<file path="src/rtl/rrse_pkg.sv">
// Constants shared by the return/rotate/power-down execute block.
// Assumes a 14-bit instruction word and an 8-bit file register path.
package rrse_pkg;
  // ------------------------------------------------------------
  // Instruction encodings
  // ------------------------------------------------------------
  localparam logic [13:0] OP_RETURN     = 14'h0008;
  localparam logic [13:0] OP_POWERDOWN  = 14'h0063;
  localparam logic [5:0]  OP_ROT_RIGHT  = 6'h0c;
  localparam logic [5:0]  OP_ROT_LEFT   = 6'h0d;
  localparam int          OPC_HI        = 13;
  localparam int          OPC_LO        = 8;
  localparam int          DEST_BIT      = 7;
  localparam int          FADDR_HI      = 6;
  localparam logic        DEST_W        = 1'b0;
  localparam logic        DEST_F        = 1'b1;
  // Return takes this many instruction cycles
  localparam int          RETURN_CYCLES = 2;
  localparam logic [7:0]  WDT_CLEARED   = 8'h00;

  // ------------------------------------------------------------
  // Register map (byte addresses)
  // ------------------------------------------------------------
  localparam logic [3:0]  ADDR_CTRL   = 4'h0;
  localparam logic [3:0]  ADDR_FLAGS  = 4'h4;
  localparam logic [3:0]  ADDR_STAT   = 4'h8;
  localparam int          CTRL_ENABLE = 0;
  localparam int          CTRL_WAKE   = 1;
  localparam int          FLAG_CARRY  = 0;
  localparam int          FLAG_PD     = 1;
  localparam int          FLAG_TO     = 2;
  localparam int          STAT_SLEEP  = 0;
  localparam int          STAT_BUSY   = 1;
  localparam int          STAT_UNKN   = 2;
  localparam logic        CTRL_ENABLE_RST = 1'b1;
  localparam logic [2:0]  FLAGS_RST       = 3'h6;
  localparam logic [1:0]  RESP_OKAY   = 2'h0;
  localparam logic [1:0]  RESP_SLVERR = 2'h2;

  typedef enum logic [1:0] {
    RRSE_RUN   = 2'b00,
    RRSE_RET2  = 2'b01,
    RRSE_SLEEP = 2'b10
  } rrse_state_t;
endpackage

</file>
<file path="src/rtl/rrse_core.sv">
// Execute logic for subroutine return, rotates through carry and
// power-down, with an AXI4-Lite register slave.
// Assumes combinational file register reads and a stack that pops on a
// one-cycle pulse while presenting its top entry at all times.
//
// Summary of operation
// - Return opcode pops the stack and loads the top entry into PC.
// - Return takes two cycles and leaves all flags alone.
// - Right rotate opcode carries one destination bit and 7-bit address.
// - Right rotate: carry into bit 7, bit 0 into carry, one cycle.
// - Destination 0 writes working register, 1 writes the file register.
// - Left rotate: carry into bit 0, bit 7 into carry.
// - Power-down clears the power-down flag and sets the expiry flag.
// - Power-down pulses watchdog_clear for one cycle to clear the watchdog counter.
// - After one cycle power-down enters sleep with oscillator halted.
`timescale 1ns/1ps
module rrse_core (
  input  wire logic                 clock,
  input  wire logic                 resetn,
  // Instruction stream
  input  wire logic                 instr_valid,
  input  wire logic [13:0]          instr_word,
  output logic                      instr_ready,
  // File register and working register
  output logic [6:0]                file_addr,
  input  wire logic [7:0]           file_rdata,
  output logic                      file_we,
  output logic [7:0]                file_wdata,
  output logic                      w_we,
  output logic [7:0]                w_wdata,
  // Stack and program counter
  input  wire logic [12:0]          stack_top_entry,
  output logic                      stack_pop,
  output logic                      pc_load,
  output logic [12:0]               pc_value,
  // Watchdog, sleep and wake
  output logic                      watchdog_clear,
  output logic                      sleep_mode,
  output logic                      osc_halt,
  input  wire logic                 wake_event,
  // AXI4-Lite slave
  input  wire logic [3:0]           s_axi_awaddr,
  input  wire logic                 s_axi_awvalid,
  output logic                      s_axi_awready,
  input  wire logic [31:0]          s_axi_wdata,
  input  wire logic [3:0]           s_axi_wstrb,
  input  wire logic                 s_axi_wvalid,
  output logic                      s_axi_wready,
  output logic [1:0]                s_axi_bresp,
  output logic                      s_axi_bvalid,
  input  wire logic                 s_axi_bready,
  input  wire logic [3:0]           s_axi_araddr,
  input  wire logic                 s_axi_arvalid,
  output logic                      s_axi_arready,
  output logic [31:0]               s_axi_rdata,
  output logic [1:0]                s_axi_rresp,
  output logic                      s_axi_rvalid,
  input  wire logic                 s_axi_rready
);
  import rrse_pkg::*;

  // ------------------------------------------------------------
  // Reset release
  // ------------------------------------------------------------
  logic       rst_meta;
  logic       rst_n;
  always_ff @(posedge clock or negedge resetn) begin
    if (!resetn) begin
      rst_meta <= 1'b0;
      rst_n    <= 1'b0;
    end else begin
      rst_meta <= 1'b1;
      rst_n    <= rst_meta;
    end
  end

  // Rotate through carry, dir 1 = left
  function automatic logic [8:0] rotate(input logic [7:0] v,
                                        input logic c,
                                        input logic left);
    if (left) begin
      rotate = {v[7], v[6:0], c};
    end else begin
      rotate = {v[0], c, v[7:1]};
    end
  endfunction

  // ------------------------------------------------------------
  // State
  // ------------------------------------------------------------
  rrse_state_t state;
  rrse_state_t next_state;
  logic        ctrl_enable;
  logic        carry;
  logic        powerdown_flag;
  logic        watchdog_expiry_flag;
  logic        unknown_seen;

  // ------------------------------------------------------------
  // Decode
  // ------------------------------------------------------------
  wire        take      = instr_valid && instr_ready;
  wire [5:0]  opc       = instr_word[OPC_HI:OPC_LO];
  wire        is_ret    = instr_word == OP_RETURN;
  wire        is_pdown  = instr_word == OP_POWERDOWN;
  wire        is_rrot   = opc == OP_ROT_RIGHT;
  wire        is_lrot   = opc == OP_ROT_LEFT;
  wire        is_rot    = is_rrot || is_lrot;
  wire        dest      = instr_word[DEST_BIT];
  wire [8:0]  rot_res   = rotate(file_rdata, carry, is_lrot);
  wire        do_rot    = take && is_rot;
  wire        do_ret    = take && is_ret;
  wire        do_pdown  = take && is_pdown;
  wire        do_unknown = take && !is_rot && !is_ret && !is_pdown;

  assign instr_ready = ctrl_enable && (state == RRSE_RUN);
  assign file_addr   = instr_word[FADDR_HI:0];
  assign osc_halt    = sleep_mode;

  // ------------------------------------------------------------
  // Bus decode
  // ------------------------------------------------------------
  logic        aw_held;
  logic        w_held;
  logic [3:0]  aw_addr;
  logic [31:0] w_data;
  logic [3:0]  w_strb;
  wire         wr_go      = aw_held && w_held && !s_axi_bvalid;
  wire         wr_ctrl    = wr_go && (aw_addr == ADDR_CTRL) && w_strb[0];
  wire         wr_flags   = wr_go && (aw_addr == ADDR_FLAGS) && w_strb[0];
  wire         wr_mapped  = (aw_addr == ADDR_CTRL) ||
                            (aw_addr == ADDR_FLAGS) ||
                            (aw_addr == ADDR_STAT);
  wire         sw_wake    = wr_ctrl && w_data[CTRL_WAKE];
  wire         rd_go      = s_axi_arvalid && s_axi_arready;
  wire [31:0]  ctrl_word  = {31'h0, ctrl_enable};
  wire [31:0]  flags_word = {29'h0, watchdog_expiry_flag, powerdown_flag,
                             carry};
  wire [31:0]  stat_word  = {29'h0, unknown_seen, state == RRSE_RET2,
                             sleep_mode};
  wire [31:0]  rd_word;
  wire         rd_mapped;
  assign rd_mapped = (s_axi_araddr == ADDR_CTRL) ||
                     (s_axi_araddr == ADDR_FLAGS) ||
                     (s_axi_araddr == ADDR_STAT);
  assign rd_word   = (s_axi_araddr == ADDR_CTRL)  ? ctrl_word  :
                     (s_axi_araddr == ADDR_FLAGS) ? flags_word :
                     (s_axi_araddr == ADDR_STAT)  ? stat_word  : 32'h0;

  assign s_axi_awready = !aw_held && !s_axi_bvalid;
  assign s_axi_wready  = !w_held && !s_axi_bvalid;
  assign s_axi_arready = !s_axi_rvalid;

  // ------------------------------------------------------------
  // Sequencer
  // ------------------------------------------------------------
  always_comb begin
    next_state = state;
    case (state)
      RRSE_RUN: begin
        if (do_ret) begin
          next_state = RRSE_RET2;
        end else if (do_pdown) begin
          next_state = RRSE_SLEEP;
        end
      end
      RRSE_RET2: begin
        next_state = RRSE_RUN;
      end
      RRSE_SLEEP: begin
        if (wake_event || sw_wake) begin
          next_state = RRSE_RUN;
        end
      end
      default: begin
        next_state = RRSE_RUN;
      end
    endcase
  end

  always_ff @(posedge clock or negedge rst_n) begin
    if (!rst_n) begin
      state <= RRSE_RUN;
    end else begin
      state <= next_state;
    end
  end

  // ------------------------------------------------------------
  // Datapath outputs
  // ------------------------------------------------------------
  always_ff @(posedge clock or negedge rst_n) begin
    if (!rst_n) begin
      file_we    <= 1'b0;
      file_wdata <= 8'h00;
      w_we       <= 1'b0;
      w_wdata    <= 8'h00;
    end else begin
      file_we    <= do_rot && (dest == DEST_F);
      w_we       <= do_rot && (dest == DEST_W);
      if (do_rot) begin
        file_wdata <= rot_res[7:0];
        w_wdata    <= rot_res[7:0];
      end
    end
  end

  // Return: pop now, load PC at the end of the second cycle
  always_ff @(posedge clock or negedge rst_n) begin
    if (!rst_n) begin
      stack_pop <= 1'b0;
      pc_load   <= 1'b0;
      pc_value  <= 13'h0000;
    end else begin
      stack_pop <= do_ret;
      pc_load   <= state == RRSE_RET2;
      if (do_ret) begin
        pc_value <= stack_top_entry;
      end
    end
  end

  // Power-down side effects
  always_ff @(posedge clock or negedge rst_n) begin
    if (!rst_n) begin
      watchdog_clear <= 1'b0;
      sleep_mode     <= 1'b0;
    end else begin
      watchdog_clear <= do_pdown;
      sleep_mode     <= next_state == RRSE_SLEEP;
    end
  end

  // ------------------------------------------------------------
  // Flags; instruction effects win over software writes
  // ------------------------------------------------------------
  always_ff @(posedge clock or negedge rst_n) begin
    if (!rst_n) begin
      carry                <= FLAGS_RST[FLAG_CARRY];
      powerdown_flag       <= FLAGS_RST[FLAG_PD];
      watchdog_expiry_flag <= FLAGS_RST[FLAG_TO];
      unknown_seen         <= 1'b0;
      ctrl_enable          <= CTRL_ENABLE_RST;
    end else begin
      if (do_rot) begin
        carry <= rot_res[8];
      end else if (wr_flags) begin
        carry <= w_data[FLAG_CARRY];
      end
      if (do_pdown) begin
        powerdown_flag       <= 1'b0;
        watchdog_expiry_flag <= 1'b1;
      end else if (wr_flags) begin
        powerdown_flag       <= w_data[FLAG_PD];
        watchdog_expiry_flag <= w_data[FLAG_TO];
      end
      if (do_unknown) begin
        unknown_seen <= 1'b1;
      end else if (wr_flags) begin
        unknown_seen <= 1'b0;
      end
      if (wr_ctrl) begin
        ctrl_enable <= w_data[CTRL_ENABLE];
      end
    end
  end

  // ------------------------------------------------------------
  // AXI4-Lite channels
  // ------------------------------------------------------------
  always_ff @(posedge clock or negedge rst_n) begin
    if (!rst_n) begin
      aw_held      <= 1'b0;
      w_held       <= 1'b0;
      aw_addr      <= 4'h0;
      w_data       <= 32'h0;
      w_strb       <= 4'h0;
      s_axi_bvalid <= 1'b0;
      s_axi_bresp  <= RESP_OKAY;
    end else begin
      if (s_axi_awvalid && s_axi_awready) begin
        aw_held <= 1'b1;
        aw_addr <= s_axi_awaddr;
      end
      if (s_axi_wvalid && s_axi_wready) begin
        w_held <= 1'b1;
        w_data <= s_axi_wdata;
        w_strb <= s_axi_wstrb;
      end
      if (wr_go) begin
        aw_held      <= 1'b0;
        w_held       <= 1'b0;
        s_axi_bvalid <= 1'b1;
        s_axi_bresp  <= wr_mapped ? RESP_OKAY : RESP_SLVERR;
      end else if (s_axi_bready) begin
        s_axi_bvalid <= 1'b0;
      end
    end
  end

  always_ff @(posedge clock or negedge rst_n) begin
    if (!rst_n) begin
      s_axi_rvalid <= 1'b0;
      s_axi_rdata  <= 32'h0;
      s_axi_rresp  <= RESP_OKAY;
    end else begin
      if (rd_go) begin
        s_axi_rvalid <= 1'b1;
        s_axi_rdata  <= rd_word;
        s_axi_rresp  <= rd_mapped ? RESP_OKAY : RESP_SLVERR;
      end else if (s_axi_rready) begin
        s_axi_rvalid <= 1'b0;
      end
    end
  end

endmodule

</file>
<file path="config.mk">
export PLATFORM = sky130hd
export DESIGN_NAME = rrse_core
export DESIGN_NICKNAME = d
export VERILOG_FILES = /design/src/rtl/rrse_pkg.sv /design/src/rtl/rrse_core.sv
export SDC_FILE = /design/constraint.sdc
export NUM_CORES = 1
export LEC_CHECK = 0
export BUFFER_PORTS_ARGS = -buffer_cell sky130_fd_sc_hd__buf_2
export CORE_MARGIN = 5
export CORE_UTILIZATION = 30
export CTS_BUF_LIST = sky130_fd_sc_hd__clkbuf_16
export DETAILED_ROUTE_END_ITERATION = 8
export MAX_ROUTING_LAYER = met4
export SYNTH_ARGS = -nofsm -noshare
export SYNTH_HDL_FRONTEND = slang
export SYNTH_SLANG_ARGS = --single-unit
export TNS_END_PERCENT = 10
</file>
<file path="constraint.sdc">
create_clock -name clock -period 1.8 [get_ports clock]
set_clock_uncertainty 0.05 [all_clocks]
set_input_delay 0.36 -clock clock [delete_from_list [all_inputs] [get_ports clock]]
set_output_delay 0.36 -clock clock [all_outputs]
set_load 0.02 [all_outputs]
</file>
==> impl_results.rst, run 1 <==
.. list-table::
   :header-rows: 1

   * - Metric
     - Value
   * - CP max-delay cell
     - dfstp_2
   * - Fin nets
     - around 420
   * - Setup Viol. Count Final
     - 0
   * - Count of cells resized by post-cts repair
     - 0
   * - Detailed-routing iteration count for the pre-antenna-repair pass
     - 4
   * - Fraction of registers with async set/reset
     - 100%
   * - Total Routing Usage GR
     - 10.7%
   * - Core area
     - 8300 um^2
   * - Cell count after synthesis
     - 227
   * - Number of register bits inferred by synthesis
     - 53
   * - Worst hold path type
     - reg -> async
   * - Synth-to-layout area growth
     - 27.9%
   * - Rows
     - 33
   * - Gr ovfl total
     - 0
   * - Post-CTS Repair Setup Buffers
     - 0
   * - Cell area after synthesis
     - approximately 2600 um^2
   * - Final Cycle Share
     - 95.4%
   * - Maximum achievable frequency
     - just under 0.6 GHz
   * - Biggest fanout along the worst timing path
     - 13
   * - Avg WL per Cell
     - 13.0 um
   * - Unrepaired setup endpoints after global routing
     - true
   * - Clock tree from TritonCTS
     - yes
   * - Die area
     - approximately 11,000 um^2
   * - Leakage component of the power
     - 1.81 nW
   * - Height of the die
     - 103 um
   * - Count of flip-flops with a built-in enable after synthesis
     - 0
   * - Fraction of power consumed by sequential logic
     - 46.4%
   * - Worst vdd ir
     - 0.633 mV
   * - Routed vias
     - approximately 1,900
   * - Required @ worst endpoint
     - 1920 ps
   * - Maximum number of pins on one net before global-route repair
     - 39
   * - Number of max-capacitance violations reported
     - 0
   * - Number of hold-slack violations in the final timing report
     - 0
   * - CTS root buffer
     - clkbuf_16
   * - Worst Setup Slack post-DPL
     - -174 ps
   * - Psw
     - 0.00111 W
   * - Part of the Yosys area used for sequential elements
     - about half
   * - Startpoint types
     - flop
   * - Clock power frac
     - 26.8%
   * - # DRC
     - 0
   * - Total stage count of the critical path
     - 5
   * - I/O Pins
     - 173
   * - M1 WL
     - 2420 um
   * - DRT iter0 DRCs
     - between 40 and 50
   * - Endpoint class of the critical path
     - flop
   * - Global-route wire length before repair
     - 8510 um
   * - Sum of met2 wire segment lengths after detailed routing
     - 2660 um
   * - Final critical-path setup slack
     - 82.8 ps
   * - Routability congestion estimate from global placement
     - 0.739
   * - Power density relative to cell area
     - 1050 nW/um^2
   * - Most used flip-flop cell after synthesis
     - dfrtp_1
   * - Warnings, synthesis
     - 0
   * - Via density per instance
     - 4.24
   * - Initial core utilization
     - 31.0%
   * - Run status
     - finished clean
   * - Antenna-violating nets left
     - 0
   * - Clk_lat worst skew
     - 290 ps
   * - Switch share
     - 32.2%
   * - Internal Dissipation
     - around 0.0023 W
   * - Max layer used
     - met4
   * - Path type of the worst setup path
     - reg -> reg
   * - Layout cell share with drive strength beyond 1
     - roughly half
   * - # diodes
     - 0
   * - Via count of the first global-routing pass
     - 1,835
   * - Setup TNS Final
     - 0 ps
   * - DIE WIDTH
     - 103 um
   * - Data arrival, critical path
     - between 1500 and 2000 ps
   * - Met3 Wirelength
     - 587 um
   * - Biggest cell delay along the critical path
     - about 540 ps
   * - Ordered list of cells on the worst path
     - nor3b_4, nand2_2, nor3_4, buf_12, mux2_2
   * - Number of antenna violations at the first check in global routing
     - 0
   * - HPWL after detailed placement
     - between 4000 and 5000 um
   * - Buffering stage count on the worst path with inverters included
     - 1
   * - Count of input and output buffers
     - 109
   * - Hold slack final
     - 129 ps
   * - Number of H-tree levels
     - 2
   * - Clock buffer count from CTS
     - 5
   * - Sinks on the clock net
     - 53
   * - Syn_area_per_cell
     - 11.3 um^2
   * - Buffers from clock root to sink, at most
     - 2
   * - Max-slew violation total from the final report
     - 0
   * - Number of different library cells in the post-synthesis netlist
     - 35
   * - Routed wire length
     - 5740 um
   * - Family with the most delay on the worst path
     - flip-flops
   * - Clock transition at the registers of the reported paths
     - 70 ps
   * - Combinational power share
     - about 27%
   * - Cells on worst reg2reg path
     - 5
   * - Final critical-path required period
     - 1720 ps
==> metrics by stage <==
step | instances | instance area (um^2) | total power [W] | utilization, %
after global placement | 433 | 3130 | 0.00254 | 37.8
after detailed placement | 433 | 3130 | 0.00257 | 37.8
after CTS | 442 | 3290 | 0.00352 | 39.6
final | 442 | 3290 | 0.00345 | 39.6
after global routing | 442 | 3290 | 0.00367 | 39.6
after floorplan | 257 | 2700 | 0.00229 | -
==> per-layer routing <==
metal | global-route usage, % | vias to the layer above
met3 | 2.30 | 5
met4 | 3.33 | 0
li1 | - | 916
met1 | 13.6 | 853
met5 | - | -
met2 | 17.2 | 98
==> timing repair <==
action / CTS / global route
hold buffers: 1 / 0
endpoints found under the setup margin: 0 / 13
hold endpoints to repair: 2 / 0
==> sequential cells by signal, indices dropped and copies added (netlist names), 2 cells and up <==
register and cells:
w_data 3, aw_addr 4, s_axi_rdata 3, w_wdata 8, pc_value 13, state 2
==> synthesized netlist by cell type (all sizes together), types with 2 or more instances <==
master	n	area, um^2
and2	2	12.5
o21ai	12	60.1
nand4	5	31.3
nor3	5	36.3
nor2b	4	25.0
nand3	2	10.0
mux2i	12	120
buf	48	364
clkbuf	3	11.3
and3	2	12.5
nand2	18	67.6
mux2	22	248
dfstp	3	78.8
a21oi	6	30.0
conb	2	7.51
inv	3	11.3
nor2	10	37.5
dfrtp	50	1250
a22o	3	26.3
a211oi	2	15.0
==> logic make-up (layout without fill, tap and decap cells) <==
family	count (synthesis)	count (layout)	share of synthesized area, %
AO/OA/AOI/OAI	27	27	6.28
multiplexers	34	34	14.3
buffers and inverters	54	134	15.1
AND/OR/NAND/NOR	57	57	12.3
other	2	32	0.292
flip-flops	53	53	51.8
==> layout by cell type (no fill, tap or decap), types with 2 or more instances in the layout <==
master	netlist	final
conb_1	2	32
dfstp_2	3	3
and2_0	2	2
nor2_1	10	10
o21ai_0	12	12
and3_1	2	2
a21oi_1	6	6
a22o_1	3	3
inv_1	3	3
nand2_1	18	17
mux2_2	22	22
nor3_1	4	4
nor2b_1	4	4
a211oi_1	2	2
dfrtp_1	50	49
buf_12	0	3
nand3_1	2	2
nand4_1	5	5
buf_2	0	109
mux2i_1	12	12
buf_4	47	10
clkbuf_16	0	5
==> worst reg2reg max path, delay by kind of cell, from the launching register on <==
kind	cells	cell delay [ps]
multiplexers	1	340
flip-flops	1	540
buffers and inverters	1	160
AND/OR/NAND/NOR	3	510
==> area by class of cell <==
type | instances | area, um^2
fillers | 834 | 5010
flip-flops and latches | 53 | 1330
multi-input cells | 150 | 978
repair buffers | 123 | 691
well taps | 105 | 131
clock buffers | 5 | 125
clock inverters | 3 | 17.5
inverters | 3 | 11.3
==> worst paths after layout <==
check / start / to / slack (ps)
worst max-delay path: ctrl_enable / pc_value[3] / 80
worst min-delay path: rst_n / w_wdata[4] / 130
worst max register to register: ctrl_enable / pc_value[3] / 80
worst min register to register: rst_n / w_wdata[4] / 130
max in group asynchronous: rst_n / ctrl_enable / 1000
min in group clock: s_axi_bready / s_axi_bvalid / 180
==> power groups by stage <==
stage / combinational (W) / clock [W] / sequential [W]
after CTS: 0.000940 / 0.000975 / 0.00161
final: 0.000925 / 0.000924 / 0.00160
after global routing: 0.00102 / 0.00102 / 0.00164
after detailed placement: 0.000937 / 0 / 0.00163
after floorplan: 0.000636 / 0 / 0.00166
after global placement: 0.000920 / 0 / 0.00162
(Power assumes the default switching activity.)
==> run 2, diff against run 1 <==
Settings changed: PLACE_DENSITY_LB_ADDON set to 0.05.
==> run 2 against run 1 <==
  * Worst hold slack improved by 42 ps
  * Clock-buffer cell count did not move
  * Total power down 0.16%
  * Global-route usage fell by 0.13 points
  * Critical path depth stayed put
  * Die area is the same
  * Core utilization fell by 0.15 points
  * Setup slack got worse by 45 ps
  * Routed wire length grew 1.5%
  * Cell area down 0.38%
  * Largest power group unchanged
==> impl_results.rst, run 2 (synthesis gave the netlist of run 1 again) <==
.. list-table::
   :header-rows: 1

   * - Metric
     - Value
   * - Run status
     - finished clean (unchanged)
   * - Maximum number of pins on one net before global-route repair
     - 34 (was 39)
   * - Path type of the worst setup path
     - reg -> reg (unchanged)
   * - Most heavily used metal layer in global routing
     - met2 (unchanged)
   * - Most common cell after layout, fill and taps aside
     - buf_2 (unchanged)
   * - Final Util
     - 39.4% (was 39.6%)
   * - Final Cycle Share
     - 97.9% (was 95.4%)
   * - Sinks on the clock net
     - 53 (unchanged)
   * - Layout cell share with drive strength beyond 1
     - 47.9% (was 48.4%)
   * - # diodes
     - 0 (unchanged)
   * - Register ranked first by flip-flop count
     - pc_value (unchanged)
   * - Clock transition at the registers of the reported paths
     - 70 ps (about the same)
   * - Global-route wire length before repair
     - 8460 um (was 8510 um)
   * - Met1 capacity usage during global routing
     - 13.5% (was 13.6%)
   * - Final critical-path required period
     - 1760 ps (was 1720 ps)
   * - Worst Setup Slack post-DPL
     - -169 ps (was -174 ps)
   * - Count of input and output buffers
     - 109 (unchanged)
   * - Clock tree from TritonCTS
     - yes (unchanged)
   * - Clock buffer count from CTS
     - 5 (unchanged)
   * - Leading cell types in the layout, fill and taps excluded
     - buf_2 (108), dfrtp_1 (49), conb_1 (32) (was buf_2 (109), dfrtp_1 (49), conb_1 (32))
   * - Total Routing Usage GR
     - 10.6% (was 10.7%)
   * - Total non-filler cell area in the finished layout
     - 3270 um^2 (was 3290 um^2)
   * - Max-slew violation total from the final report
     - 0 (unchanged)
   * - HPWL after detailed placement
     - 4720 um (was 4730 um)
   * - Startpoint types
     - flop (unchanged)
   * - I/O Pins
     - 173 (unchanged)
   * - Antenna-violating nets left
     - 0 (unchanged)
   * - Worst hold path type
     - reg -> async (unchanged)
   * - Gr ovfl total
     - 0 (unchanged)
   * - Buffers from clock root to sink, at most
     - 2 (unchanged)
   * - Core area
     - 8300 um^2 (unchanged)
   * - Number of antenna violations at the first check in global routing
     - 0 (unchanged)
   * - Data arrival, critical path
     - 1880 ps (was 1840 ps)
   * - Routed wire length
     - 5820 um (was 5740 um)
   * - Routability congestion estimate from global placement
     - 0.682 (was 0.739)
   * - Routed vias
     - 1,862 (was 1,872)
   * - Flip-flop count of the largest register after layout
     - 13 (unchanged)
   * - Detailed-routing iteration count for the pre-antenna-repair pass
     - 6 (was 4)
   * - Unrepaired setup endpoints after global routing
     - true (unchanged)
   * - CTS root buffer
     - clkbuf_16 (unchanged)
   * - Setup slack, reg-to-reg
     - 40 ps (was 80 ps)
   * - Required @ worst endpoint
     - 1920 ps (about the same)
   * - Via count of the first global-routing pass
     - 1,768 (was 1,835)
   * - Final critical-path setup slack
     - 37.5 ps (was 82.8 ps)
   * - Met2 usage in global routing
     - 17.3% (was 17.2%)
   * - Number of hold-slack violations in the final timing report
     - 0 (unchanged)
   * - Initial core utilization
     - 31.0% (unchanged)
   * - Endpoint class of the critical path
     - flop (unchanged)
   * - Placed cell areas
     - 3110 um^2 (was 3130 um^2)
   * - Overall power
     - 0.00344 W (was 0.00345 W)
   * - Setup Viol. Count Final
     - 0 (unchanged)
   * - Biggest fanout along the worst timing path
     - 13 (unchanged)
   * - Via density per instance
     - 4.22 (was 4.24)
   * - Rows
     - 33 (unchanged)
   * - Power density relative to cell area
     - 1050 nW/um^2 (about the same)
   * - Setup TNS Final
     - 0 ps (unchanged)
   * - # DRC
     - 0 (unchanged)
   * - Fin nets
     - 423 (was 424)
   * - DIE WIDTH
     - 103 um (unchanged)
   * - Height of the die
     - 103 um (unchanged)
   * - Number of max-capacitance violations reported
     - 0 (unchanged)
   * - Number of H-tree levels
     - 2 (unchanged)
   * - Maximum achievable frequency
     - 0.567 GHz (was 0.582 GHz)
   * - Post-CTS Repair Setup Buffers
     - 0 (unchanged)
   * - Largest registers ranked by flip-flop count
     - pc_value: 13 flops, w_wdata: 8 flops, aw_addr: 4 flops (unchanged)
   * - Clk_lat worst skew
     - 280 ps (was 290 ps)
   * - Leakage component of the power
     - 1.81 nW (about the same)
   * - DRT iter0 DRCs
     - 26 (was 41)
   * - Synth-to-layout area growth
     - 27.4% (was 27.9%)
   * - Die area
     - 10,500 um^2 (unchanged)
   * - Global-route met3 utilization
     - 2.37% (was 2.30%)
   * - Avg WL per Cell
     - 13.2 um (was 13.0 um)
   * - Worst vdd ir
     - 0.643 mV (was 0.633 mV)
==> run 2: final timing paths <==
check / start / end / cells past startpoint
setup / recovery: ctrl_enable / pc_value[2] / 5
hold / removal: rst_n / w_wdata[6] / 0
setup reg to reg: ctrl_enable / pc_value[2] / 5
hold reg to reg: rst_n / w_wdata[6] / 0
max in group asynchronous: rst_n / watchdog_expiry_flag / 1
min in group clock: s_axi_bready / s_axi_bvalid / 2
==> run 2: area by class of cell <==
type | count | area (um^2)
clock buffer | 5 | 125
clock inverter | 3 | 15.0
fill | 867 | 5030
inverter | 3 | 11.3
multi-input combinational | 150 | 982
tap | 105 | 131
sequential | 53 | 1330
timing repair buffer | 122 | 677
==> run 2: what timing repair did <==
item | CTS | global route
resized for setup | 0 | 3
endpoints found under the hold margin | 2 | 0
endpoints found under the setup margin | 0 | 14
hold buffers | 1 | 0
==> run 2: metrics by stage <==
stage	hold slack, ps	cells
after floorplan	14.4	257
final	171	441
after detailed placement	102	432
after CTS	173	441
after global placement	97.3	432
after global routing	183	441
==> run 2: layer usage <==
layer / wire length [um] / vias up
li1: - / 920
met1: 2500 / 847
met2: 2670 / 89
met3: 585 / 6
met4: 63 / 0
met5: 0 / -
==> run 2: worst max-delay path, cell delays in order, from the launching register on <==
cell	delay (ps)
dfstp_2	560
nor3b_4	230
nand2_2	110
nor3_4	200
buf_12	170
mux2_2	330
==> run 2: power by group <==
part	total (W)	internal [W]	switching [W]
clock network	0.000913	0.000506	0.000407
logic	0.000926	0.000407	0.000520
registers	0.00160	0.00143	0.000179
==> run 3, diff against run 2 <==
Settings changed: CELL_PAD_IN_SITES_DETAIL_PLACEMENT set to 0, CELL_PAD_IN_SITES_GLOBAL_PLACEMENT set to 1.
==> run 3 against run 2 <==
  * Clock-buffer cell count is the same
  * Fmax up 4.9%
  * Global-route usage rose by 0.59 points
  * Cell count up 0.23%
  * Non-clock buffer count up 1
  * Setup slack better by 82 ps
  * Largest power group unchanged
==> impl_results.rst, run 3 (synthesis gave the netlist of run 1 again) <==
.. list-table::
   :header-rows: 1

   * - Metric
     - Value
   * - CP max-delay cell
     - dfstp_2 (unchanged)
   * - Biggest fanout along the worst timing path
     - 13 (unchanged)
   * - Flip-flop count of the largest register after layout
     - 13 (unchanged)
   * - I/O Pins
     - 173 (unchanged)
   * - Maximum achievable frequency
     - 0.595 GHz (was 0.567 GHz)
   * - Leading cell types in the layout, fill and taps excluded
     - buf_2 (109), dfrtp_1 (49), conb_1 (32) (was buf_2 (108), dfrtp_1 (49), conb_1 (32))
   * - Routability congestion estimate from global placement
     - 0.720 (was 0.682)
   * - Hold slack final
     - 109 ps (was 171 ps)
   * - Synth-to-layout area growth
     - 27.4% (unchanged)
   * - Maximum number of pins on one net before global-route repair
     - 42 (was 34)
   * - Startpoint types
     - flop (unchanged)
   * - Buffers from clock root to sink, at most
     - 2 (unchanged)
   * - Via density per instance
     - 4.21 (was 4.22)
   * - Worst vdd ir
     - 0.596 mV (was 0.643 mV)
   * - Worst setup path startpoint
     - ctrl_enable (unchanged)
   * - Final Cycle Share
     - 93.3% (was 97.9%)
   * - Required @ worst endpoint
     - 1930 ps (was 1920 ps)
   * - Most common cell after layout, fill and taps aside
     - buf_2 (unchanged)
   * - Avg WL per Cell
     - 13.5 um (was 13.2 um)
   * - # diodes
     - 0 (unchanged)
   * - DIE WIDTH
     - 103 um (unchanged)
   * - Endpoint class of the critical path
     - flop (unchanged)
   * - Capture instance of the worst register-to-register path
     - pc_value[12] (was pc_value[2])
   * - Unrepaired setup endpoints after global routing
     - true (unchanged)
   * - Clk_lat worst skew
     - 290 ps (was 280 ps)
   * - FF/Latch Area
     - 1330 um^2 (unchanged)
   * - Cells on worst reg2reg path
     - 5 (unchanged)
   * - Initial core utilization
     - 31.0% (unchanged)
   * - Routed wire length
     - 5990 um (was 5820 um)
   * - Global-route wire length before repair
     - 8800 um (was 8460 um)
   * - Sinks on the clock net
     - 53 (unchanged)
   * - Number of antenna violations at the first check in global routing
     - 0 (unchanged)
   * - Routed vias
     - 1,863 (was 1,862)
   * - Worst r2r src
     - ctrl_enable (unchanged)
   * - Run status
     - finished clean (unchanged)
   * - Rows
     - 33 (unchanged)
   * - Biggest cell delay along the critical path
     - 530 ps (was 560 ps)
   * - Count of input and output buffers
     - 109 (unchanged)
   * - Largest registers ranked by flip-flop count
     - pc_value: 13 flops, w_wdata: 8 flops, aw_addr: 4 flops (unchanged)
   * - Clock tree from TritonCTS
     - yes (unchanged)
   * - Max-slew violation total from the final report
     - 0 (unchanged)
   * - Clock transition at the registers of the reported paths
     - 70 ps (about the same)
   * - Filler instances
     - 836 (was 867)
   * - # DRC
     - 0 (unchanged)
   * - CTS root buffer
     - clkbuf_16 (unchanged)
   * - Area of combinational cells with multiple inputs
     - 978 um^2 (was 982 um^2)
   * - Number of hold-slack violations in the final timing report
     - 0 (unchanged)
   * - Number of H-tree levels
     - 2 (unchanged)
   * - Setup slack, reg-to-reg
     - 120 ps (was 40 ps)
   * - Count of cells resized by post-cts repair
     - 0 (unchanged)
   * - Data arrival, critical path
     - 1810 ps (was 1880 ps)
   * - Clock buffer count from CTS
     - 5 (unchanged)
   * - DRT iter0 DRCs
     - 21 (was 26)
   * - Die area
     - 10,500 um^2 (unchanged)
   * - HPWL after detailed placement
     - 4800 um (was 4720 um)
   * - Layout cell share with drive strength beyond 1
     - 48.4% (was 47.9%)
   * - Total Routing Usage GR
     - 11.2% (was 10.6%)
   * - Final critical-path required period
     - 1680 ps (was 1760 ps)
   * - Number of max-capacitance violations reported
     - 0 (unchanged)
   * - Gr ovfl total
     - 0 (unchanged)
   * - Antenna-violating nets left
     - 0 (unchanged)
   * - Overall power
     - 0.00347 W (was 0.00344 W)
   * - Core area
     - 8300 um^2 (unchanged)
   * - Ordered list of cells on the worst path
     - nor3b_4, nand2_2, nor3_4, buf_12, mux2_2 (unchanged)
   * - Register ranked first by flip-flop count
     - pc_value (unchanged)
   * - Leakage component of the power
     - 1.81 nW (about the same)
   * - Power density relative to cell area
     - 1060 nW/um^2 (was 1050 nW/um^2)
   * - Detailed-routing iteration count for the pre-antenna-repair pass
     - 4 (was 6)
   * - Via count of the first global-routing pass
     - 1,806 (was 1,768)
   * - Height of the die
     - 103 um (unchanged)
   * - Worst hold path type
     - reg -> async (unchanged)
   * - Setup Viol. Count Final
     - 0 (unchanged)
   * - Fin nets
     - 424 (was 423)
   * - Path type of the worst setup path
     - reg -> reg (unchanged)
-- run 3: cell types whose count changed in the layout (fill, tap and decap cells not counted), sizes merged --
cell / previous run / this run
clkinv: 0 / 3
buf: 121 / 122
inv: 5 / 3
clkinvlp: 1 / 0
-- run 3: power by group --
part	internal [W]	switching [W]
registers	0.00142	0.000170
logic	0.000400	0.000530
clock network	0.000512	0.000433
-- run 3: worst max path at each step --
stage          cells past startpoint           end  slack (ps)
2_1_floorplan                      5   pc_value[0]         -60
3_3_place_gp                       6   pc_value[2]        -160
3_5_place_dp                       6  pc_value[12]        -170
4_1_cts                            5  pc_value[12]          90
5_1_grt                            5  pc_value[12]         -10
6_report                           5  pc_value[12]         120
-- run 3: area by class of cell --
cell class / count / area share (%)
multi-input cells: 150 / 29.9
clock inverters: 3 / 0.535
repair buffers: 123 / 20.7
clock buffers: 5 / 3.82
flip-flops and latches: 53 / 40.7
inverters: 3 / 0.344
well taps: 105 / 4.01
-- run 3: repair_timing --
| item | in CTS | in global routing |
|---|---|---|
| hold endpoints to repair | 2 | 0 |
| hold buffers | 1 | 0 |
| setup endpoints to repair | 0 | 9 |
| setup buffers | 0 | 0 |
-- run 3: through the flow --
stage | cells | setup slack (ps) | instance area (um^2) | utilization [%] | setup TNS, ps
2_1_floorplan | 257 | -58.1 | 2700 | - | -581
4_1_cts | 442 | 92.3 | 3270 | 39.4 | 0
6_report | 442 | 120 | 3270 | 39.4 | 0
5_1_grt | 442 | -14.2 | 3270 | 39.4 | -61.9
3_5_place_dp | 433 | -171 | 3120 | 37.6 | -2110
3_3_place_gp | 433 | -161 | 3120 | 37.6 | -2050
-- run 3: critical path, delay by kind of cell (launching register included) --
family	cells	cell delay [ps]
AND/OR/NAND/NOR	3	490
multiplexers	1	340
buffers and inverters	1	160
flip-flops	1	530
-- run 3: routing by layer --
layer	wire (um)	share of wire, %	track usage (%)	vias up
met5	0	0	-	-
met4	88	1.5	3.94	0
met3	654	11	2.37	5
met2	2580	43	16.8	93
met1	2670	45	15.0	840
li1	-	-	-	925
